`src/include/fdis_pkg.sv`:
```
// constants shared by the framer / data link interrupt status block
// -----------------------------------------------------------------
// What the document asks of this block and of its host
// [RQ1] a crc-6 multiframe error raises the interrupt only while its enable bit 1 is set.
// [RQ2] a framing alignment bit error raises the interrupt only while its enable bit 0 is set.
// [RQ3] a framing alignment bit error is flagged on its own and never counts as loss of sync.
// [RQ4] read-only bit 7 shows the kind of the last received message, 0 bit-oriented, 1 message-oriented.
// [RQ5] the transmit controller sets bit 6 when it starts sending a message.
// [RQ6] the receive controller sets bit 5 when it starts receiving a message.
// [RQ7] the transmit controller sets bit 4 when it has finished sending a message.
// [RQ8] each event bit holds 1 from its event until the register is next read, then reads 0; the code also clears bits written 1 to the clear registers.
// [RQ9] for long messages the host should start filling the next transmit buffer on the start event.
// [RQ10] for long messages the host must finish that buffer before the end-of-transmission event.
// [RQ11] the framer latches a clear-on-read framing error flag at bit 0, gated by its enable.
// [RQ12] the receive controller sets bit 3 when a full message arrived or its buffer is full.
// [RQ13] the interrupt output is high while any set status bit has its enable set.
// -----------------------------------------------------------------
package fdis_pkg;

  // -----------------------------------------------------------------
  // register byte offsets
  // -----------------------------------------------------------------
  localparam logic [7:0] FRAMER_STATUS_OFS       = 8'h00;
  localparam logic [7:0] FRAMER_IRQ_ENABLE_OFS   = 8'h04;
  localparam logic [7:0] DATALINK_STATUS_ONE_OFS = 8'h08;
  localparam logic [7:0] DATALINK_IRQ_EN_ONE_OFS = 8'h0C;
  localparam logic [7:0] FRAMER_CLEAR_OFS        = 8'h10;
  localparam logic [7:0] DATALINK_CLEAR_OFS      = 8'h14;
  localparam logic [7:0] IRQ_PENDING_OFS         = 8'h18;

  // -----------------------------------------------------------------
  // field positions
  // -----------------------------------------------------------------
  localparam int FRAMING_ERROR_BIT   = 0;
  localparam int CRC6_ERROR_BIT      = 1;
  localparam int MESSAGE_KIND_BIT    = 7;
  localparam int TX_MSG_STARTED_BIT  = 6;
  localparam int RX_MSG_STARTED_BIT  = 5;
  localparam int TX_MSG_FINISHED_BIT = 4;
  localparam int RX_MSG_FINISHED_BIT = 3;
  localparam int FRAMER_EVT_W        = 2;
  localparam int DATALINK_EVT_W      = 4;
  localparam int DATALINK_EVT_LSB    = 3;

  // -----------------------------------------------------------------
  // values after reset and message kind encodings
  // -----------------------------------------------------------------
  localparam logic [1:0] FRAMER_EN_RST   = 2'h0;
  localparam logic [3:0] DATALINK_EN_RST = 4'h0;
  localparam logic       MSG_KIND_RST    = 1'b0;
  localparam logic       BIT_ORIENTED    = 1'b0;
  localparam logic       MSG_ORIENTED    = 1'b1;

endpackage : fdis_pkg

```
`src/include/fdis_regbus_if.sv`:
```
// register access strobes between the bus slave and the register file
`timescale 1ns/1ps
interface fdis_regbus_if;
  logic        rdStb;
  logic [7:0]  rdAddr;
  logic [31:0] rdData;
  logic        wrStb;
  logic [7:0]  wrAddr;
  logic [31:0] wrData;

  modport bus  (output rdStb, output rdAddr, input rdData, output wrStb, output wrAddr, output wrData);
  modport regs (input rdStb, input rdAddr, output rdData, input wrStb, input wrAddr, input wrData);
endinterface : fdis_regbus_if

```
`src/design/fdis_top.sv`:
```
// framer and data link one interrupt status block, ahb-lite register access
`timescale 1ns/1ps
module fdis_top (
  input  wire logic        mclk,
  input  wire logic        sys_rst,
  // ahb-lite slave
  input  wire logic        hsel,
  input  wire logic [31:0] haddr,
  input  wire logic [1:0]  htrans,
  input  wire logic        hwrite,
  input  wire logic [2:0]  hsize,
  input  wire logic [31:0] hwdata,
  input  wire logic        hready,
  output logic             hreadyout,
  output logic             hresp,
  output logic [31:0]      hrdata,
  // receive framer events
  input  wire logic        crc6ErrorEvt,
  input  wire logic        framingBitErrorEvt,
  // hdlc controller one events
  input  wire logic        txMsgStartEvt,
  input  wire logic        rxMsgStartEvt,
  input  wire logic        txMsgEndEvt,
  input  wire logic        rxMsgCompleteEvt,
  input  wire logic        rxBufferFullEvt,
  input  wire logic        rxMsgKindIn,
  // interrupt
  output logic             irq
);
  import fdis_pkg::*;

  // -----------------------------------------------------------------
  // bus slave
  // -----------------------------------------------------------------
  fdis_regbus_if rb ();

  fdis_ahb_slave u_slave (
    .mclk      (mclk),
    .sys_rst   (sys_rst),
    .hsel      (hsel),
    .haddr     (haddr),
    .htrans    (htrans),
    .hwrite    (hwrite),
    .hwdata    (hwdata),
    .hready    (hready),
    .hreadyout (hreadyout),
    .hresp     (hresp),
    .hrdata    (hrdata),
    .rb        (rb.bus)
  );

  // hsize is accepted but unused: only whole-word accesses are meaningful
  wire unusedSize = ^hsize;

  // -----------------------------------------------------------------
  // address decode
  // -----------------------------------------------------------------
  wire rdFramerStatus   = rb.rdStb & (rb.rdAddr == FRAMER_STATUS_OFS);
  wire rdFramerEnable   = rb.rdStb & (rb.rdAddr == FRAMER_IRQ_ENABLE_OFS);
  wire rdDatalinkStatus = rb.rdStb & (rb.rdAddr == DATALINK_STATUS_ONE_OFS);
  wire rdDatalinkEnable = rb.rdStb & (rb.rdAddr == DATALINK_IRQ_EN_ONE_OFS);
  wire rdIrqPending     = rb.rdStb & (rb.rdAddr == IRQ_PENDING_OFS);

  wire wrFramerEnable   = rb.wrStb & (rb.wrAddr == FRAMER_IRQ_ENABLE_OFS);
  wire wrDatalinkEnable = rb.wrStb & (rb.wrAddr == DATALINK_IRQ_EN_ONE_OFS);
  wire wrFramerClear    = rb.wrStb & (rb.wrAddr == FRAMER_CLEAR_OFS);
  wire wrDatalinkClear  = rb.wrStb & (rb.wrAddr == DATALINK_CLEAR_OFS);

  // -----------------------------------------------------------------
  // enable registers
  // -----------------------------------------------------------------
  logic [FRAMER_EVT_W-1:0]   framer_irq_enable;
  logic [DATALINK_EVT_W-1:0] datalink_irq_enable_one;

  always_ff @(posedge mclk or posedge sys_rst) begin
    if (sys_rst) begin
      framer_irq_enable <= FRAMER_EN_RST;
    end else if (wrFramerEnable) begin
      framer_irq_enable <= rb.wrData[FRAMER_EVT_W-1:0];
    end
  end

  always_ff @(posedge mclk or posedge sys_rst) begin
    if (sys_rst) begin
      datalink_irq_enable_one <= DATALINK_EN_RST;
    end else if (wrDatalinkEnable) begin
      datalink_irq_enable_one <= rb.wrData[RX_MSG_FINISHED_BIT +: DATALINK_EVT_W];
    end
  end

  wire crc6_error_irq_en        = framer_irq_enable[CRC6_ERROR_BIT];
  wire framing_bit_error_irq_en = framer_irq_enable[FRAMING_ERROR_BIT];

  // -----------------------------------------------------------------
  // framer event latches
  // -----------------------------------------------------------------
  logic [FRAMER_EVT_W-1:0] framerSet;
  logic [FRAMER_EVT_W-1:0] framerClr;
  logic [FRAMER_EVT_W-1:0] framerStatus;

  // [RQ11] framing error flag source
  assign framerSet[FRAMING_ERROR_BIT] = framingBitErrorEvt;
  // [RQ1] crc-6 error source
  assign framerSet[CRC6_ERROR_BIT]    = crc6ErrorEvt;

  // [RQ8] clear on read, or by clear register
  assign framerClr = (rdFramerStatus ? {FRAMER_EVT_W{1'b1}} : {FRAMER_EVT_W{1'b0}})
                   | (wrFramerClear ? rb.wrData[FRAMER_EVT_W-1:0] : {FRAMER_EVT_W{1'b0}});

  fdis_evt_latch #(.W(FRAMER_EVT_W)) u_framer_evt (
    .mclk    (mclk),
    .sys_rst (sys_rst),
    .setEvt  (framerSet),
    .clrMask (framerClr),
    .status  (framerStatus)
  );

  // [RQ3] no sync-loss path
  // the framing error flag feeds only its own status bit and the interrupt;
  // frame synchronization state lives in the framer and is never touched here
  wire framing_error_flag = framerStatus[FRAMING_ERROR_BIT];

  // -----------------------------------------------------------------
  // data link one event latches
  // -----------------------------------------------------------------
  logic [DATALINK_EVT_W-1:0] dlSet;
  logic [DATALINK_EVT_W-1:0] dlClr;
  logic [DATALINK_EVT_W-1:0] dlStatus;

  // [RQ5] transmit start
  assign dlSet[TX_MSG_STARTED_BIT - DATALINK_EVT_LSB]  = txMsgStartEvt;
  // [RQ6] receive start
  assign dlSet[RX_MSG_STARTED_BIT - DATALINK_EVT_LSB]  = rxMsgStartEvt;
  // [RQ7] transmit end
  assign dlSet[TX_MSG_FINISHED_BIT - DATALINK_EVT_LSB] = txMsgEndEvt;
  // [RQ12] full message or buffer full
  assign dlSet[RX_MSG_FINISHED_BIT - DATALINK_EVT_LSB] = rxMsgCompleteEvt | rxBufferFullEvt;

  // [RQ8] clear on read, or by clear register
  assign dlClr = (rdDatalinkStatus ? {DATALINK_EVT_W{1'b1}} : {DATALINK_EVT_W{1'b0}})
               | (wrDatalinkClear ? rb.wrData[RX_MSG_FINISHED_BIT +: DATALINK_EVT_W] : {DATALINK_EVT_W{1'b0}});

  fdis_evt_latch #(.W(DATALINK_EVT_W)) u_dl_evt (
    .mclk    (mclk),
    .sys_rst (sys_rst),
    .setEvt  (dlSet),
    .clrMask (dlClr),
    .status  (dlStatus)
  );

  // -----------------------------------------------------------------
  // message kind
  // -----------------------------------------------------------------
  logic message_kind;

  // [RQ4] kind of last received message
  // taken when a message completes; a buffer-full end leaves the old kind
  always_ff @(posedge mclk or posedge sys_rst) begin
    if (sys_rst) begin
      message_kind <= MSG_KIND_RST;
    end else if (rxMsgCompleteEvt) begin
      message_kind <= rxMsgKindIn ? MSG_ORIENTED : BIT_ORIENTED;
    end
  end

  // -----------------------------------------------------------------
  // interrupt
  // -----------------------------------------------------------------
  // [RQ1] crc-6 gated by its enable
  wire crc6Pending    = framerStatus[CRC6_ERROR_BIT] & crc6_error_irq_en;
  // [RQ2] framing error gated by its enable
  wire framingPending = framing_error_flag & framing_bit_error_irq_en;
  wire framerPending  = crc6Pending | framingPending;
  wire dlPending      = |(dlStatus & datalink_irq_enable_one);

  // [RQ13] level while any enabled bit set
  assign irq = framerPending | dlPending;

  // -----------------------------------------------------------------
  // read data
  // -----------------------------------------------------------------
  wire [31:0] framerStatusWord = {{(32-FRAMER_EVT_W){1'b0}}, framerStatus};
  wire [31:0] framerEnableWord = {{(32-FRAMER_EVT_W){1'b0}}, framer_irq_enable};
  wire [31:0] dlStatusWord     = {24'h000000, message_kind, dlStatus, 3'h0};
  wire [31:0] dlEnableWord     = {24'h000000, 1'b0, datalink_irq_enable_one, 3'h0};
  wire [31:0] pendingWord      = {30'h00000000, dlPending, framerPending};

  // clear registers and unmapped offsets read as zero
  assign rb.rdData = rdFramerStatus   ? framerStatusWord :
                     rdFramerEnable   ? framerEnableWord :
                     rdDatalinkStatus ? dlStatusWord :
                     rdDatalinkEnable ? dlEnableWord :
                     rdIrqPending     ? pendingWord : 32'h0000_0000;

endmodule : fdis_top

```
`src/design/fdis_ahb_slave.sv`:
```
// ahb-lite slave, zero wait states, turns transfers into register strobes
`timescale 1ns/1ps
module fdis_ahb_slave (
  input  wire logic        mclk,
  input  wire logic        sys_rst,
  input  wire logic        hsel,
  input  wire logic [31:0] haddr,
  input  wire logic [1:0]  htrans,
  input  wire logic        hwrite,
  input  wire logic [31:0] hwdata,
  input  wire logic        hready,
  output logic             hreadyout,
  output logic             hresp,
  output logic [31:0]      hrdata,
  fdis_regbus_if.bus       rb
);
  import fdis_pkg::*;

  // -----------------------------------------------------------------
  // address phase decode
  // -----------------------------------------------------------------
  wire addrPhase = hsel & htrans[1] & hready;

  logic       dataWr;
  logic [7:0] dataAddr;

  always_ff @(posedge mclk or posedge sys_rst) begin
    if (sys_rst) begin
      dataWr   <= 1'b0;
      dataAddr <= 8'h00;
    end else if (hready) begin
      dataWr   <= addrPhase & hwrite;
      dataAddr <= haddr[7:0];
    end
  end

  // reads act at the address phase so clear-on-read and the sampled value agree
  assign rb.rdStb  = addrPhase & ~hwrite;
  assign rb.rdAddr = haddr[7:0];
  assign rb.wrStb  = dataWr;
  assign rb.wrAddr = dataAddr;
  assign rb.wrData = hwdata;

  always_ff @(posedge mclk or posedge sys_rst) begin
    if (sys_rst) begin
      hrdata <= 32'h0000_0000;
    end else if (rb.rdStb) begin
      hrdata <= rb.rdData;
    end
  end

  // never stalls, always okay
  assign hreadyout = 1'b1;
  assign hresp     = 1'b0;
endmodule : fdis_ahb_slave

```
`src/design/fdis_evt_latch.sv`:
```
// sticky event bits with set-over-clear priority
`timescale 1ns/1ps
module fdis_evt_latch #(
  parameter int W = 2
) (
  input  wire logic         mclk,
  input  wire logic         sys_rst,
  input  wire logic [W-1:0] setEvt,
  input  wire logic [W-1:0] clrMask,
  output logic [W-1:0]      status
);
  import fdis_pkg::*;

  genvar i;
  generate
    for (i = 0; i < W; i++) begin : g_bit
      // [RQ8] set beats clear
      always_ff @(posedge mclk or posedge sys_rst) begin
        if (sys_rst) begin
          status[i] <= 1'b0;
        end else begin
          status[i] <= setEvt[i] | (status[i] & ~clrMask[i]);
        end
      end
    end
  endgenerate
endmodule : fdis_evt_latch

```
`config.mk`:
```
export PLATFORM = sky130hd
export DESIGN_NAME = fdis_top
export DESIGN_NICKNAME = d
export VERILOG_FILES = /design/src/include/fdis_pkg.sv /design/src/include/fdis_regbus_if.sv /design/src/design/fdis_top.sv /design/src/design/fdis_ahb_slave.sv /design/src/design/fdis_evt_latch.sv
export SDC_FILE = /design/constraint.sdc
export NUM_CORES = 1
export LEC_CHECK = 0
export ABC_AREA = 1
export BUFFER_PORTS_ARGS = -buffer_cell sky130_fd_sc_hd__buf_4
export CELL_PAD_IN_SITES_DETAIL_PLACEMENT = 0
export CELL_PAD_IN_SITES_GLOBAL_PLACEMENT = 1
export CORE_MARGIN = 8
export CORE_UTILIZATION = 27
export CTS_CLUSTER_SIZE = 40
export DETAILED_ROUTE_END_ITERATION = 8
export GPL_TIMING_DRIVEN = 1
export PLACE_DENSITY = 0.8
export SKIP_CTS_REPAIR_TIMING = 1
export SYNTH_ARGS = -nofsm -noshare
export SYNTH_HDL_FRONTEND = slang
export SYNTH_SLANG_ARGS = --single-unit
```
`constraint.sdc`:
```
create_clock -name mclk -period 1.53 [get_ports mclk]
set_input_delay 0.306 -clock mclk [delete_from_list [all_inputs] [get_ports mclk]]
set_output_delay 0.306 -clock mclk [all_outputs]
set_load 0.05 [all_outputs]
```
* Yosys cells after proc, flatten, opt, wreduce, memory -nomap -nowiden
Cells that the tools add are included.
** Storage, ports and cells
- Bits in registers :: 54
- Bits of input ports :: 82
- Output and inout bits :: 35
- Logic and storage cells :: 72
** Operators by class
- Equality and inequality tests :: 8
- Mux-type cells :: 10
- Bitwise operators :: 40
- Reductions and logical operators :: 2
** Operator list (count)
- $eq A8 B4 Y1 const B :: 3
- $eq A8 B5 Y1 const B :: 3
- $mux W8 :: 3
- $and A1 B1 Y1 :: 21
- $eq A8 B3 Y1 const B :: 2
- $or A1 B1 Y1 :: 9
- $logic_not A8 Y1 :: 1
- $mux W4 :: 2
- $mux W7 :: 1
- $not A1 Y1 :: 7
- $mux W2 :: 3
- $and A4 B4 Y4 :: 1
- $or A4 B4 Y4 :: 1
- $reduce_or A4 Y1 :: 1
- $or A2 B2 Y2 :: 1
- $mux W1 :: 1

* Logic depth before layout (Yosys ltp)
- Word-level depth :: 9
- Mapped depth :: 7
- Gate-level depth less buffers :: 7

* Cells and area by module
A second synthesis with hierarchy kept.
** Second synthesis, totals
- Cells, all modules :: 381
- Area total of the unflattened synthesis :: 3010.4 um^2
** Modules (own cells, without submodules)
- fdis_ahb_slave :: instances 1, cells each 226, area each 2016.9 um^2, seq. area each 1026.0 um^2
- fdis_top :: instances 1, cells each 123, area each 745.7 um^2, seq. area each 175.2 um^2
- fdis_evt_latch (u_dl_evt) :: instances 1, cells each 21, area each 163.9 um^2, seq. area each 100.1 um^2
- fdis_evt_latch (u_framer_evt) :: instances 1, cells each 11, area each 83.8 um^2, seq. area each 50.0 um^2

* Worst setup path before layout
Ideal clock, no wire load.
- Path kind :: flip-flop to output port
- From :: reg u_dl_evt.status[2]
- To :: out irq
- Arrival :: 0.932 ns
- Required time :: 1.224 ns
- Setup slack :: 0.292 ns
- Stages on the path, launching flop included :: 4
- Buffers on the path :: 0
- Cells stage by stage :: dfrtp_1 nand2_1 nand4_1 or2_2
** Between the ends
- Longest elaborated chain between the ends :: 3
** RTL lines
- start: declaration :: RTL line fdis_evt_latch.sv:10 : output logic [W-1:0] status
- start signal: indexed assignment :: RTL line fdis_evt_latch.sv:22 : status[i] <= setEvt[i] | (status[i] & ~clrMask[i]);
- $and A4 B4 Y4 :: RTL line fdis_top.sv:174 : wire dlPending = |(dlStatus & datalink_irq_enable_one);
- $reduce_or A4 Y1 :: RTL line fdis_top.sv:174
- $or A1 B1 Y1 :: RTL line fdis_top.sv:177 : assign irq = framerPending | dlPending;
- end: declaration :: RTL line fdis_top.sv:28 : output logic irq
Every way passes these cells.

* Final worst setup path
- From :: reg u_dl_evt.status[0]
- To :: out irq
Same word-level chain as after synthesis.

==> impl_metrics.env <==
export IMPL_status="finished, violations left"
export IMPL_violations="negative setup slack"
export IMPL_fin_nets=325
export IMPL_crit_type="reg2out"
export IMPL_p_per_area_nw_per_um2=892.6
export IMPL_grt_max_degree=30
export IMPL_clk_pin_slew_worst_paths_ns=0.06
export IMPL_syn_area_per_cell_um2=8.083
export IMPL_port_buffers=35
export IMPL_critPathLaunch="u_dl_evt.status[0]"
export IMPL_cts_tree="built"
export IMPL_max_vdd_ir_drop_mv=0.5177
export IMPL_crit_required_ns=1.22
export IMPL_drtIter0Drc=117
export IMPL_n_fill_cell=641
export IMPL_rows=28
export IMPL_synth_common_cells="nand2_1, nand3_1, dfrtp_1"
export IMPL_clock_latency_ns=0.27
export IMPL_antenna_found_initial=0
export IMPL_viasPerCell=4.022
export IMPL_grt_pass1_vias=1267
export IMPL_async_flop_share_pct=100.0
export IMPL_reg2regPathDepth=6
export IMPL_skew_ns=0.006459
export IMPL_cp_max_fo=3
export IMPL_utilization_pct=33.65
export IMPL_timing_rr_start="u_slave.rb.wrAddr[6]"
export IMPL_drtAntennaViolNets=0
export IMPL_drc=0
export IMPL_fin_setup_tns_ns=-0.06190
export IMPL_fmax_mhz=628.2
export IMPL_drive_gt1_share_pct=23.87
export IMPL_dr_total_vias=1279
export IMPL_synth_edf_count=0
export IMPL_root_buffer="clkbuf_8"
export IMPL_cts_buffer_depth=2
export IMPL_synth_largest_area_cell="dfrtp_1"
export IMPL_fin_ws_ns=-0.06190
export IMPL_ys_ff_latch=29
export IMPL_die_w_um=93.77
export IMPL_h_tree_depth=2
export IMPL_ys_seq_area_share_pct=44.44
export IMPL_dpl_worst_slack_ns=0.1279
export IMPL_num_io_pins=117
export IMPL_p_leak_nw=1.014
export IMPL_dieArea_um2=8792
export IMPL_end_kind="output port"
export IMPL_rsz0062_at_grt="yes"
export IMPL_grt_overflow_total=0
export IMPL_p_total_w=0.001768
export IMPL_reg2reg_to="framer_irq_enable[1]"
export IMPL_wl_per_cell_um=11.50
export IMPL_critPathArrivalTime_ns=1.29
export IMPL_grt_pass1_wl_um=6009
export IMPL_diodes=0
export IMPL_synth_top_area_share_pct=44.44
export IMPL_crit_path_end="irq"
export IMPL_wl_um=3656
export IMPL_setup_violations=1
export IMPL_yosysMostFrequentCell="nand2_1"
export IMPL_start_util_pct=27.74
export IMPL_ys_types=21
export IMPL_min_path_type="in2async"
export IMPL_syn_area_um2=1633
export IMPL_dp_hpwl_um=2998
export IMPL_yosysWarningCount=0
export IMPL_area_delta_synth_final_pct=21.30
export IMPL_slew_violations=0
export IMPL_first_pass_iters=4
export IMPL_gp_congestion=0.7837
export IMPL_synth_main_ff_cell="dfrtp_1"
export IMPL_finalCriticalPeriod_ns=1.592
export IMPL_grt_total_usage_pct=8.662
export IMPL_die_height_um=93.77
export IMPL_cts_sinks=29
export IMPL_fin_crit_sh_pct=104.0
export IMPL_cts_made_buffers=5
export IMPL_hold_viol_final=0
export IMPL_cap_violations=0
export IMPL_syn_instance_count=202
export IMPL_r2r_setup_slack_ns=0.23
export IMPL_synth_area_leaders="dfrtp_1, buf_4, nand2_1"
export IMPL_fp_coreArea_um2=5886
export IMPL_critPathLaunchType="flop"
==> cell type report <==
cell class | count | area, um^2 | share of cell area, %
sequential | 29 | 725.7 | 36.64
multi-input combinational | 151 | 710.7 | 35.88
timing repair buffer | 39 | 300.3 | 15.16
tap | 75 | 93.84 | 4.738
clock buffer | 7 | 86.33 | 4.359
inverter | 17 | 63.81 | 3.222
==> worst max-delay path, cell delays in order, from the launching register on <==
cell and delay [ns]:
dfrtp_1 0.41, nand2_1 0.08, nand4_1 0.12, or2_4 0.26, buf_8 0.15
==> logic make-up (layout without fill, tap and decap cells) <==
family | Yosys count | after routing | synth area share, %
other | 2 | 27 | 0.4599
AOI/OAI and AO/OA | 7 | 7 | 2.376
muxes | 4 | 4 | 2.758
buffers and inverters | 47 | 63 | 17.93
DFF | 29 | 29 | 44.44
and+or+nand+nor | 113 | 113 | 32.03
==> metal layers <==
metal	part of all wire, %	GRT usage (%)	vias up
met4	1.1	3.963	0
met1	44	10.32	566
met2	48	13.65	37
li1	-	-	671
met5	0	0	-
met3	6.6	3.038	5
==> layout by cell type, fill, tap and decap left out, drive strengths merged <==
cell type / synthesis / routed
conb: 2 / 27
nor2: 17 / 17
nand3: 31 / 31
clkbuf: 1 / 7
buf: 29 / 39
mux2: 4 / 4
o21ai: 7 / 7
nand4: 5 / 5
inv: 17 / 17
nand3b: 1 / 1
or2: 1 / 1
nand2: 56 / 56
dfrtp: 29 / 29
nor3: 2 / 2
==> report_power, final <==
group	leakage [nW]	total (W)	switching [W]	internal, W
logic	0.644	0.000325	0.000243	0.0000818
clock network	0.0443	0.000617	0.000261	0.000356
registers	0.325	0.000826	0.0000223	0.000804
==> registers in the layout (all words and copies together), names as in the netlist <==
name / cells
u_dl_evt.status: 4
message_kind: 1
datalink_irq_enable_one: 4
framer_irq_enable: 2
u_slave.rb.wrAddr: 8
u_slave.rb.wrStb: 1
u_slave.hrdata: 7
u_framer_evt.status: 2
==> per-stage QoR <==
step / std cells / hold slack, ns / instance area [um^2]
CTS: 315 / 0.1096 / 1948
global placement: 308 / 0.4087 / 1862
floorplan: 227 / 0.3841 / 1727
finish: 318 / 0.1035 / 1981
detailed placement: 308 / 0.4065 / 1862
global route: 318 / 0.1315 / 1981
==> worst min-delay path by stage <==
stage | end | cells after the start | slack, ns | start
after CTS | message_kind | 3 | 0.11 | sys_rst
after global placement | message_kind | 3 | 0.41 | sys_rst
after detailed placement | message_kind | 3 | 0.41 | sys_rst
after global routing | u_slave.rb.wrAddr[0] | 3 | 0.13 | sys_rst
after floorplan | datalink_irq_enable_one[0] | 1 | 0.38 | sys_rst
final | message_kind | 3 | 0.10 | sys_rst
Note: power is estimated with default switching activity, not from simulation.
